<file path="config.mk">
export PLATFORM = sky130hd
export DESIGN_NAME = spoe_expander
export DESIGN_NICKNAME = d
export VERILOG_FILES = /design/src/spoe_pkg.sv /design/src/spoe_sync.sv /design/src/spoe_expander.sv
export VERILOG_INCLUDE_DIRS = /design/src
export SDC_FILE = /design/constraint.sdc
export NUM_CORES = 1
export LEC_CHECK = 0
export BUFFER_PORTS_ARGS = -buffer_cell sky130_fd_sc_hd__buf_2
export CORE_UTILIZATION = 59
export CTS_BUF_LIST = sky130_fd_sc_hd__clkbuf_8
export DETAILED_ROUTE_END_ITERATION = 12
export PLACE_DENSITY_LB_ADDON = 0.08
export SYNTH_ARGS = -nofsm -noshare
export SYNTH_HDL_FRONTEND = slang
export SYNTH_SLANG_ARGS = --single-unit
export TNS_END_PERCENT = 20
</file>
<file path="constraint.sdc">
create_clock -name sys_clk_i -period 1.6 [get_ports sys_clk_i]
set_clock_uncertainty 0.15 [all_clocks]
set_input_delay 0 -clock sys_clk_i [delete_from_list [all_inputs] [get_ports sys_clk_i]]
set_output_delay 0 -clock sys_clk_i [all_outputs]
set_load 0.01 [all_outputs]
</file>
<file path="src/spoe_regs.svh">
// constants and contract of the serial-to-parallel output expander
// ****************************************************************
// Contract
// - The cascade output is always driven push-pull and ignores the output enable.
// - The device does no initialisation of its shift or storage stages on its own.
// - The storage register holds its value during shifting and changes only on a storage clock edge.
// - The active-low output enable high releases all parallel outputs without touching stored data.
// - Parallel outputs are open-drain: a stored low pulls low, a stored high is released.
// - Each rising shift clock edge with clear inactive loads serial data into stage one and shifts the rest.
// - A low shift clear forces all shift stages to zero but leaves the storage register alone.
// - Each rising storage clock edge copies all shift stages into the storage register.
// - On a shared edge the storage register takes the contents before the shift.
// ****************************************************************
`ifndef SPOE_REGS_SVH
`define SPOE_REGS_SVH
`define SPOE_WIDTH 8
`define SPOE_LAST_BIT 7
`define SPOE_RESET_BYTE 8'h00
`define SPOE_SYNC_STAGES 2
`endif

</file>
<file path="src/spoe_pkg.sv">
// types of the serial-to-parallel output expander
`include "spoe_regs.svh"
package spoe_pkg;
  typedef struct packed {
    logic chain_data_in;
    logic shift_clock;
    logic shift_clear_n;
    logic store_clock;
    logic out_enable_n;
  } spoe_pins_t;
endpackage : spoe_pkg

</file>
<file path="src/spoe_sync.sv">
// two-flop synchroniser for the controller pins
`timescale 1ns/1ps
module spoe_sync
  import spoe_pkg::*;
(
  input wire logic sys_clk_i,
  input wire logic rst_n_i,
  input wire spoe_pins_t pins_i,
  output spoe_pins_t pins_o
);
  spoe_pins_t meta_reg;
  spoe_pins_t meta_next;
  spoe_pins_t sync_reg;
  spoe_pins_t sync_next;

  always_comb begin
    meta_next = pins_i;
    sync_next = meta_reg;
    if (!rst_n_i) begin
      // clear inactive, enable released, clocks low
      meta_next = '{1'b0, 1'b0, 1'b1, 1'b0, 1'b1};
      sync_next = '{1'b0, 1'b0, 1'b1, 1'b0, 1'b1};
    end
  end

  always_ff @(posedge sys_clk_i) begin
    meta_reg <= meta_next;
    sync_reg <= sync_next;
  end

  assign pins_o = sync_reg;
endmodule : spoe_sync

</file>
<file path="src/spoe_expander.sv">
// serial-to-parallel output expander core
`timescale 1ns/1ps
`include "spoe_regs.svh"
module spoe_expander
  import spoe_pkg::*;
(
  input wire logic sys_clk_i,
  input wire logic rst_n_i,
  input wire logic chain_data_in_i,
  input wire logic shift_clock_i,
  input wire logic shift_clear_n_i,
  input wire logic store_clock_i,
  input wire logic out_enable_n_i,
  output logic [`SPOE_LAST_BIT:0] parallel_outputs_o,
  output logic [`SPOE_LAST_BIT:0] parallel_outputs_oe_n_o,
  output logic cascade_out_o
);
  // ****************************************************************
  // pin synchronisation
  // ****************************************************************
  spoe_pins_t pins_raw;
  spoe_pins_t pins_sync;

  assign pins_raw = '{chain_data_in_i, shift_clock_i, shift_clear_n_i, store_clock_i, out_enable_n_i};

  spoe_sync u_sync (
    .sys_clk_i(sys_clk_i),
    .rst_n_i(rst_n_i),
    .pins_i(pins_raw),
    .pins_o(pins_sync)
  );

  // pins reach the logic two edges late
  a_sync_two_flops: assert property (@(posedge sys_clk_i) disable iff (!rst_n_i)
    ($past(rst_n_i) && $past(rst_n_i, 2)) |-> pins_sync == $past(pins_raw, 2))
    else $error("pin synchroniser delay wrong");

  // ****************************************************************
  // edge detection
  // ****************************************************************
  logic shclk_prev_reg;
  logic shclk_prev_next;
  logic stclk_prev_reg;
  logic stclk_prev_next;
  logic shift_edge;
  logic store_edge;

  always_comb begin
    shclk_prev_next = rst_n_i ? pins_sync.shift_clock : 1'b0;
    stclk_prev_next = rst_n_i ? pins_sync.store_clock : 1'b0;
  end

  always_ff @(posedge sys_clk_i) begin
    shclk_prev_reg <= shclk_prev_next;
    stclk_prev_reg <= stclk_prev_next;
  end

  assign shift_edge = pins_sync.shift_clock & ~shclk_prev_reg;
  assign store_edge = pins_sync.store_clock & ~stclk_prev_reg;

  // each pin edge acts exactly once
  a_shift_edge_once: assert property (@(posedge sys_clk_i) disable iff (!rst_n_i)
    shift_edge |=> !shift_edge)
    else $error("shift edge seen twice");
  a_store_edge_once: assert property (@(posedge sys_clk_i) disable iff (!rst_n_i)
    store_edge |=> !store_edge)
    else $error("storage edge seen twice");

  // ****************************************************************
  // shift and storage stages
  // ****************************************************************
  // stages power up unknown in the part; simulation reset to a fixed byte only
  logic [`SPOE_LAST_BIT:0] shift_reg;
  logic [`SPOE_LAST_BIT:0] shift_next;
  logic [`SPOE_LAST_BIT:0] store_reg;
  logic [`SPOE_LAST_BIT:0] store_next;
  logic cascade_reg;
  logic cascade_next;
  logic [`SPOE_LAST_BIT:0] pad_reg;
  logic [`SPOE_LAST_BIT:0] pad_next;
  logic [`SPOE_LAST_BIT:0] pad_oe_n_reg;
  logic [`SPOE_LAST_BIT:0] pad_oe_n_next;

  genvar gi;
  generate
    for (gi = 0; gi < `SPOE_WIDTH; gi = gi + 1) begin : g_stage
      always_comb begin
        // stage zero takes serial data, others the previous stage
        if (!pins_sync.shift_clear_n) begin
          shift_next[gi] = 1'b0;
        end else if (shift_edge) begin
          if (gi == 0) begin
            shift_next[gi] = pins_sync.chain_data_in;
          end else begin
            shift_next[gi] = shift_reg[(gi == 0) ? 0 : gi - 1];
          end
        end else begin
          shift_next[gi] = shift_reg[gi];
        end
        // storage copies the pre-shift value
        store_next[gi] = store_edge ? shift_reg[gi] : store_reg[gi];
        // open drain: drive low only for a stored low while enabled
        pad_next[gi] = 1'b0;
        pad_oe_n_next[gi] = pins_sync.out_enable_n | store_next[gi];
        // simulation reset only, the part powers up unknown
        if (!rst_n_i) begin
          shift_next[gi] = 1'b0;
          store_next[gi] = 1'b0;
          pad_oe_n_next[gi] = 1'b1;
        end
      end
    end
  endgenerate

  // per stage: the first bit takes serial data, each other bit its neighbour on a shift edge
  genvar gk;
  generate
    for (gk = 0; gk < `SPOE_WIDTH; gk = gk + 1) begin : g_stage_check
      if (gk == 0) begin : g_first
        a_first_takes_data: assert property (@(posedge sys_clk_i) disable iff (!rst_n_i)
          (shift_edge && pins_sync.shift_clear_n) |=> shift_reg[0] == $past(pins_sync.chain_data_in))
          else $error("first stage missed serial data");
      end else begin : g_rest
        a_stage_takes_prev: assert property (@(posedge sys_clk_i) disable iff (!rst_n_i)
          (shift_edge && pins_sync.shift_clear_n) |=> shift_reg[gk] == $past(shift_reg[gk - 1]))
          else $error("stage missed previous stage");
      end
    end
  endgenerate

  always_comb begin
    cascade_next = shift_next[`SPOE_LAST_BIT];
  end

  always_ff @(posedge sys_clk_i) begin
    shift_reg <= shift_next;
    store_reg <= store_next;
    cascade_reg <= cascade_next;
    pad_reg <= pad_next;
    pad_oe_n_reg <= pad_oe_n_next;
  end

  assign parallel_outputs_o = pad_reg;
  assign parallel_outputs_oe_n_o = pad_oe_n_reg;
  assign cascade_out_o = cascade_reg;

  // ****************************************************************
  // assertions
  // ****************************************************************
  a_clear_zeroes_stages: assert property (@(posedge sys_clk_i) disable iff (!rst_n_i)
    !pins_sync.shift_clear_n |=> shift_reg == `SPOE_RESET_BYTE)
    else $error("shift stages not cleared");
  a_clear_keeps_store: assert property (@(posedge sys_clk_i) disable iff (!rst_n_i)
    (!pins_sync.shift_clear_n && !store_edge) |=> $stable(store_reg))
    else $error("clear disturbed storage");
  a_shift_moves_data: assert property (@(posedge sys_clk_i) disable iff (!rst_n_i)
    (shift_edge && pins_sync.shift_clear_n) |=>
      shift_reg == {$past(shift_reg[`SPOE_LAST_BIT-1:0]), $past(pins_sync.chain_data_in)})
    else $error("shift stages did not advance");
  a_store_takes_old: assert property (@(posedge sys_clk_i) disable iff (!rst_n_i)
    store_edge |=> store_reg == $past(shift_reg))
    else $error("storage missed pre-shift contents");
  a_store_holds_value: assert property (@(posedge sys_clk_i) disable iff (!rst_n_i)
    !store_edge |=> $stable(store_reg))
    else $error("storage changed without storage edge");
  a_cascade_tracks_last: assert property (@(posedge sys_clk_i) disable iff (!rst_n_i)
    cascade_out_o == shift_reg[`SPOE_LAST_BIT])
    else $error("cascade out not last stage");
  a_disable_releases_all: assert property (@(posedge sys_clk_i) disable iff (!rst_n_i)
    pins_sync.out_enable_n |=> parallel_outputs_oe_n_o == 8'hff)
    else $error("outputs driven while disabled");
  a_open_drain_level: assert property (@(posedge sys_clk_i) disable iff (!rst_n_i)
    ##1 (parallel_outputs_o == 8'h00) &&
      ($past(pins_sync.out_enable_n) || parallel_outputs_oe_n_o == store_reg))
    else $error("open-drain pad mismatch");
  a_shared_edge_lag: assert property (@(posedge sys_clk_i) disable iff (!rst_n_i)
    (shift_edge && store_edge && pins_sync.shift_clear_n) |=>
      store_reg[`SPOE_LAST_BIT-1:0] == shift_reg[`SPOE_LAST_BIT:1])
    else $error("shared edge did not lag");
  a_idle_shift_holds: assert property (@(posedge sys_clk_i) disable iff (!rst_n_i)
    (!shift_edge && pins_sync.shift_clear_n) |=> $stable(shift_reg))
    else $error("shift stages moved without shift edge");
  a_clear_beats_shift: assert property (@(posedge sys_clk_i) disable iff (!rst_n_i)
    (!pins_sync.shift_clear_n && shift_edge) |=> shift_reg == `SPOE_RESET_BYTE)
    else $error("shift edge won over clear");
  a_clear_store_same: assert property (@(posedge sys_clk_i) disable iff (!rst_n_i)
    (!pins_sync.shift_clear_n && store_edge) |=> store_reg == $past(shift_reg))
    else $error("store during clear lost pre-clear contents");
  a_store_ignores_oe: assert property (@(posedge sys_clk_i) disable iff (!rst_n_i)
    ($changed(pins_sync.out_enable_n) && !store_edge) |=> $stable(store_reg))
    else $error("output enable disturbed storage");

  // ****************************************************************
  // assertions: output pins
  // ****************************************************************
  a_oe_follows_store: assert property (@(posedge sys_clk_i) disable iff (!rst_n_i)
    !pins_sync.out_enable_n |=> parallel_outputs_oe_n_o == store_reg)
    else $error("enabled pins differ from storage");
  a_store_reaches_pins: assert property (@(posedge sys_clk_i) disable iff (!rst_n_i)
    (store_edge && !pins_sync.out_enable_n) |=> parallel_outputs_oe_n_o == $past(shift_reg))
    else $error("stored byte did not reach pins");
  a_enable_restores: assert property (@(posedge sys_clk_i) disable iff (!rst_n_i)
    $fell(pins_sync.out_enable_n) |=> parallel_outputs_oe_n_o == store_reg)
    else $error("enable did not restore stored byte");
  a_pad_data_low: assert property (@(posedge sys_clk_i) disable iff (!rst_n_i)
    parallel_outputs_o == `SPOE_RESET_BYTE)
    else $error("open-drain pad data not low");
  a_cascade_ignores_oe: assert property (@(posedge sys_clk_i) disable iff (!rst_n_i)
    ($changed(pins_sync.out_enable_n) && !shift_edge && pins_sync.shift_clear_n) |=> $stable(cascade_out_o))
    else $error("cascade out moved with output enable");
  a_cascade_next_bit: assert property (@(posedge sys_clk_i) disable iff (!rst_n_i)
    (shift_edge && pins_sync.shift_clear_n) |=> cascade_out_o == $past(shift_reg[`SPOE_LAST_BIT-1]))
    else $error("cascade out missed shifted bit");
  a_clear_cascade_low: assert property (@(posedge sys_clk_i) disable iff (!rst_n_i)
    !pins_sync.shift_clear_n |=> !cascade_out_o)
    else $error("cascade out not low on clear");

  // ****************************************************************
  // assertions: simulation reset
  // ****************************************************************
  a_reset_outputs_idle: assert property (@(posedge sys_clk_i)
    !rst_n_i |=> (parallel_outputs_oe_n_o == 8'hff && !cascade_out_o && store_reg == `SPOE_RESET_BYTE))
    else $error("reset did not idle the outputs");
endmodule : spoe_expander

</file>
# --- Word level (Yosys, flattened, before mapping) ---
# Index checks and enable logic that the tools add are counted.
word_totals:
  wordCells: 38
  inputBits: 7
  out_inout_bits: 17
  regBits: 36
op_classes:
  reduce_logical: 1
  muxes: 9
  bitwise_logic: 12
ops:
  columns: ["operator", "n"]
  rows:
  - ["2-to-1 mux 1 bit", 9]
  - ["OR 1 bit", 8]
  - ["bitwise AND 1 bit", 2]
  - ["inverter 1 bit", 2]
  - ["AND reduction 2 bit", 1]

# --- Longest topological paths before layout ---
depth:
  ltp_word: 4
  mapped_depth: 4
  mapped_depth_nobuf: 3

# --- Cells and area by module ---
# From an unflattened synthesis, not the netlist that was laid out.
hier_totals:
  hier_cells: 115
  hier_area_um2: 1186.1
by_module_without_submodules:
  columns: ["module", "area_per_inst_um2", "instances", "cells_each", "seq_area_each_um2"]
  rows:
  - ["spoe_expander", 923.4, 1, 95, 520.5]
  - ["spoe_sync", 262.8, 1, 20, 200.2]

# --- Worst setup path before layout ---
# No wires, ideal clock.
synth_timing:
  kind: "register to register"
  startpoint: "register stclk_prev_reg"
  endpoint: "register pad_oe_n_reg[7] (netlist: parallel_outputs_oe_n_o[7])"
  slack_ns: 0.531
  path_buffers: 1
  path_stages_with_launch: 5
  required_ns: 1.324
  synth_period_minus_slack_ns: 1.069
  t_arrival_ns: 0.793
  setup_ns: 0.126
  path_cell_list: "dfxtp_1 > nand2b_4 > buf_6 > mux2i_1 > nand2_1"
synth_via:
  elab_chain_cells: 4
synth_rtl:
  columns: ["item", "line", "rtl"]
  rows:
  - ["from (decl)", "spoe_expander.sv:43", "logic stclk_prev_reg;"]
  - ["from (signal assigned)", "spoe_expander.sv:55", "stclk_prev_reg <= stclk_prev_next;"]
  - ["inverter 1 bit", "spoe_expander.sv:59", "assign store_edge = pins_sync.store_clock & ~stclk_prev_reg;"]
  - ["bitwise AND 1 bit", "spoe_expander.sv:59", null]
  - ["2-to-1 mux 1 bit", "spoe_expander.sv:101", "store_next[gi] = store_edge ? shift_reg[gi] : store_reg[gi];"]
  - ["OR 1 bit", "spoe_expander.sv:104", "pad_oe_n_next[gi] = pins_sync.out_enable_n | store_next[gi];"]
  - ["to (signal assigned)", "spoe_expander.sv:140", "pad_oe_n_reg <= pad_oe_n_next;"]
  - ["to (decl)", "spoe_expander.sv:81", "logic [`SPOE_LAST_BIT:0] pad_oe_n_reg;"]
# No other way between the ends.
# A chain may end at the register's enable or synchronous reset.

# --- Final worst setup path ---
layout_timing:
  startpoint: "input port rst_n_i"
  endpoint: "register u_sync.meta_reg[4] in the netlist's numbering"
layout_lines:
  columns: ["item", "line", "rtl"]
  rows:
  - ["from (decl)", "spoe_expander.sv:8", "input wire logic rst_n_i,"]
  - ["to (signal assigned)", "spoe_sync.sv:27", "meta_reg <= meta_next;"]
  - ["to (decl)", "spoe_sync.sv:11", "spoe_pins_t meta_reg;"]
# No word-level cell between the ends.

==> impl_metrics.csv <==
group,metric,value,unit
routing,drc,0,
finish,final_area,1430,sq um
setup_path,critical_path.max_stage_delay,560,ps
setup_path,r2r_end,"shift_reg[4]",
clock_network,cts.clk_slew.worst_paths,60,ps
place,io_buffers,15,
synthesis,synthCells,116,
setup_path,worstSetupPathType,"in -> reg",
power_and_ir_drop,p_int,1.25,mW
routing,dr.pass1.iters,3,
synthesis,synthAdderAreaFrac,0,%
setup_path,cp_common_cell,"dlygate4sd3_1",
timing,hold_ws,276,ps
finish,synthToLayoutAreaGrowth,19.8,%
min_path,whs_path_depth,1,
global_routing,grt_max_degree,23,
synthesis,yosys.area.top_type,"dfxtp_1",
synthesis,synthTopCellsByArea,"dfxtp_1 (61%), nand2_1 (7.9%), mux2i_1 (6.7%), nor2b_1 (5.3%), buf_4 (5.0%)",
place,dpl-instance-area,1240,sq um
finish,final_common_cell,"dfxtp_1",
setup_path,cp_num_cells,4,
finish,fill_cells,129,
global_routing,grt-ovfl-total,0,
timing,worst_slack,93.4,ps
floorplan,fp.dieH,46.9,um
power_and_ir_drop,switchingPower,0.319,mW
place,place_ws,370,ps
timing,setup_viol,0,
finish,drive_gt1_share,16.8,%
synthesis,synth_seq_area_share,60.6,%
min_path,hold_path.class,"reg -> reg",
clock_network,post_cts_buffers,0,
setup_path,reg2reg_slack,370,ps
clock_network,clock_latency,270,ps
synthesis,yosysWarnings,0,
synthesis,synth_top_family_by_area,"simple AND/OR/NAND/NOR gates",
synthesis,async_reset_ff_share,0,%
finish,layout_common_cells,"dfxtp_1 (36), nand2_1 (25), buf_2 (15), dlygate4sd3_1 (11), nor2b_1 (10)",
clock_network,numCtsBuffers,5,
setup_path,crit_family,"buffers and inverters",
place,dpl.hpwl,1040,um
synthesis,synth_area,1190,sq um
clock_network,clock_sinks,36,
place,globalplace.congestion,0.719,
timing,fin_crit_sh,94.2,%
routing,vias,762,
routing,detail-route-antenna-nets,0,
synthesis,yosys.area.top_type_share,60.6,%
floorplan,initial_utilization,66.0,%
global_routing,grtUsageTotal,21.2,%
power_and_ir_drop,power_frac_clock,35.8,%
clock_network,cts-root-buf,"clkbuf_8",
timing,tns,0,ps
setup_path,crit_path_end,"u_sync.meta_reg[4]",
setup_path,required,1660,ps
finish,fin_util,79.1,%
setup_path,startpoint,"rst_n_i",
routing,drt_iter0_drc,6,
timing,rsz0062_at_grt,"false",
power_and_ir_drop,seq_power_share,58.8,%
clock_network,cts_resized,0,
finish,layout.nets,150,
setup_path,cp-end-kind,"flop",
synthesis,avgSynthCellArea,10.3,sq um
setup_path,crit_arrival,1570,ps
synthesis,synth_compound_area_share,3.36,%
power_and_ir_drop,p_leak,0.609,nW
power_and_ir_drop,swShare,20.4,%
floorplan,io_pins,24,
power_and_ir_drop,vdd_drop_max,0.000811,V
timing,final_max_slew_viol_count,0,
timing,final-hold-violation-count,0,
routing,viasPerCell,4.54,
synthesis,synth_xor_area_share,0,%
floorplan,num_rows,15,
routing,wire_per_inst,10.8,um
synthesis,synth_flop_cell,"dfxtp_1",
synthesis,yosysUniqueCellTypes,16,
setup_path,crit_fanout,22,
power_and_ir_drop,p_comb_share,5.4,%
timing,finalCriticalPeriod,1510,ps
global_routing,antenna_found_initial,0,
synthesis,muxShareOfSynthArea,6.73,%
clock_network,clockBufferDepth,2,
timing,max_freq,664,MHz
finish,diodes,0,
power_and_ir_drop,power_density,1100,nW/um^2
run,maxCapViolations,0,
floorplan,core,1800,sq um
setup_path,r2r_cells,3,
clock_network,cts_max_level,2,
floorplan,die_area,2200,sq um
floorplan,die_w,46.9,um
synthesis,synth-edff-count,0,
setup_path,startpoint_type,"input port",
setup_path,r2r_start,"u_sync.pins_o[3]",
status,status,"finished, final reports clean",
setup_path,crit_chain,"dlygate4sd3_1 > buf_2 > and2_1 > dlygate4sd3_1",
clock_network,cts_tree,"built",
setup_path,slowest_stage,"dlygate4sd3_1",
global_routing,first_global_vias,721,
synthesis,synth_simple_gate_area_share,21.2,%
setup_path,crit_buf_inv,3,
routing,routed_wl,1810,um
global_routing,grt_pass1_wl,3030,um
synthesis,ys_seq_elements,36,
-- power by group through the flow --
stage / clock, mW / sequential, mW / combinational, mW
after CTS: 0.579 / 0.920 / 0.0827
after global placement: 0 / 0.939 / 0.0611
after floorplan: 0 / 0.942 / 0.0595
after global routing: 0.617 / 0.922 / 0.0937
after detailed placement: 0 / 0.940 / 0.0623
final: 0.561 / 0.921 / 0.0849
-- area by class of cell --
| cell class | count | area [sq um] | area share (%) |
|---|---|---|---|
| multi-input cells | 73 | 403 | 28.3 |
| clock inverters | 2 | 8.76 | 0.615 |
| well taps | 25 | 31.3 | 2.19 |
| clock buffers | 5 | 68.8 | 4.83 |
| repair buffers | 27 | 193 | 13.5 |
| flip-flops and latches | 36 | 721 | 50.6 |
-- repair_timing --
item                                    CTS  global route
endpoints found under the setup margin    0             0
endpoints found under the hold margin    13             0
hold buffers                             11             0
-- synthesized netlist by cell type, types with 2 or more instances --
master	n
a21oi_1	8
and2_1	7
buf_4	8
clkbuf_1	2
dfxtp_1	36
mux2i_1	8
nand2_1	25
nand2b_1	5
nor2b_1	10
-- cell families (layout without fill, tap and decap cells) --
group,after synthesis,count (layout)
flip-flops,36,36
other,1,8
multiplexers,8,8
buffers and inverters,14,34
AND/OR/NAND/NOR,49,49
AO/OA/AOI/OAI,8,8
-- how the worst min path moves through the flow --
stage | to | slack [ps] | startpoint
after detailed placement | u_sync.meta_reg[2] | 40 | shift_clear_n_i
after global placement | u_sync.meta_reg[2] | 30 | shift_clear_n_i
after floorplan | u_sync.meta_reg[0] | -50 | out_enable_n_i
after CTS | u_sync.pins_o[2] | 260 | u_sync.meta_reg[2]
after global routing | u_sync.pins_o[2] | 290 | u_sync.meta_reg[2]
final | u_sync.pins_o[2] | 280 | u_sync.meta_reg[2]
-- metrics by stage --
| stage | std cells | power, mW |
|---|---|---|
| after CTS | 168 | 1.58 |
| after detailed placement | 150 | 1.00 |
| final | 168 | 1.57 |
| after global placement | 150 | 1.00 |
| after global routing | 168 | 1.63 |
| after floorplan | 123 | 1.00 |
-- routing by layer --
layer	global-route usage, %	vias up	routed length, um
met4	13.7	0	25
li1	-	397	-
met1	21.7	337	726
met5	0	-	0
met3	8.85	2	117
met2	35.6	26	939
Note: power is estimated with default switching activity, not from simulation.
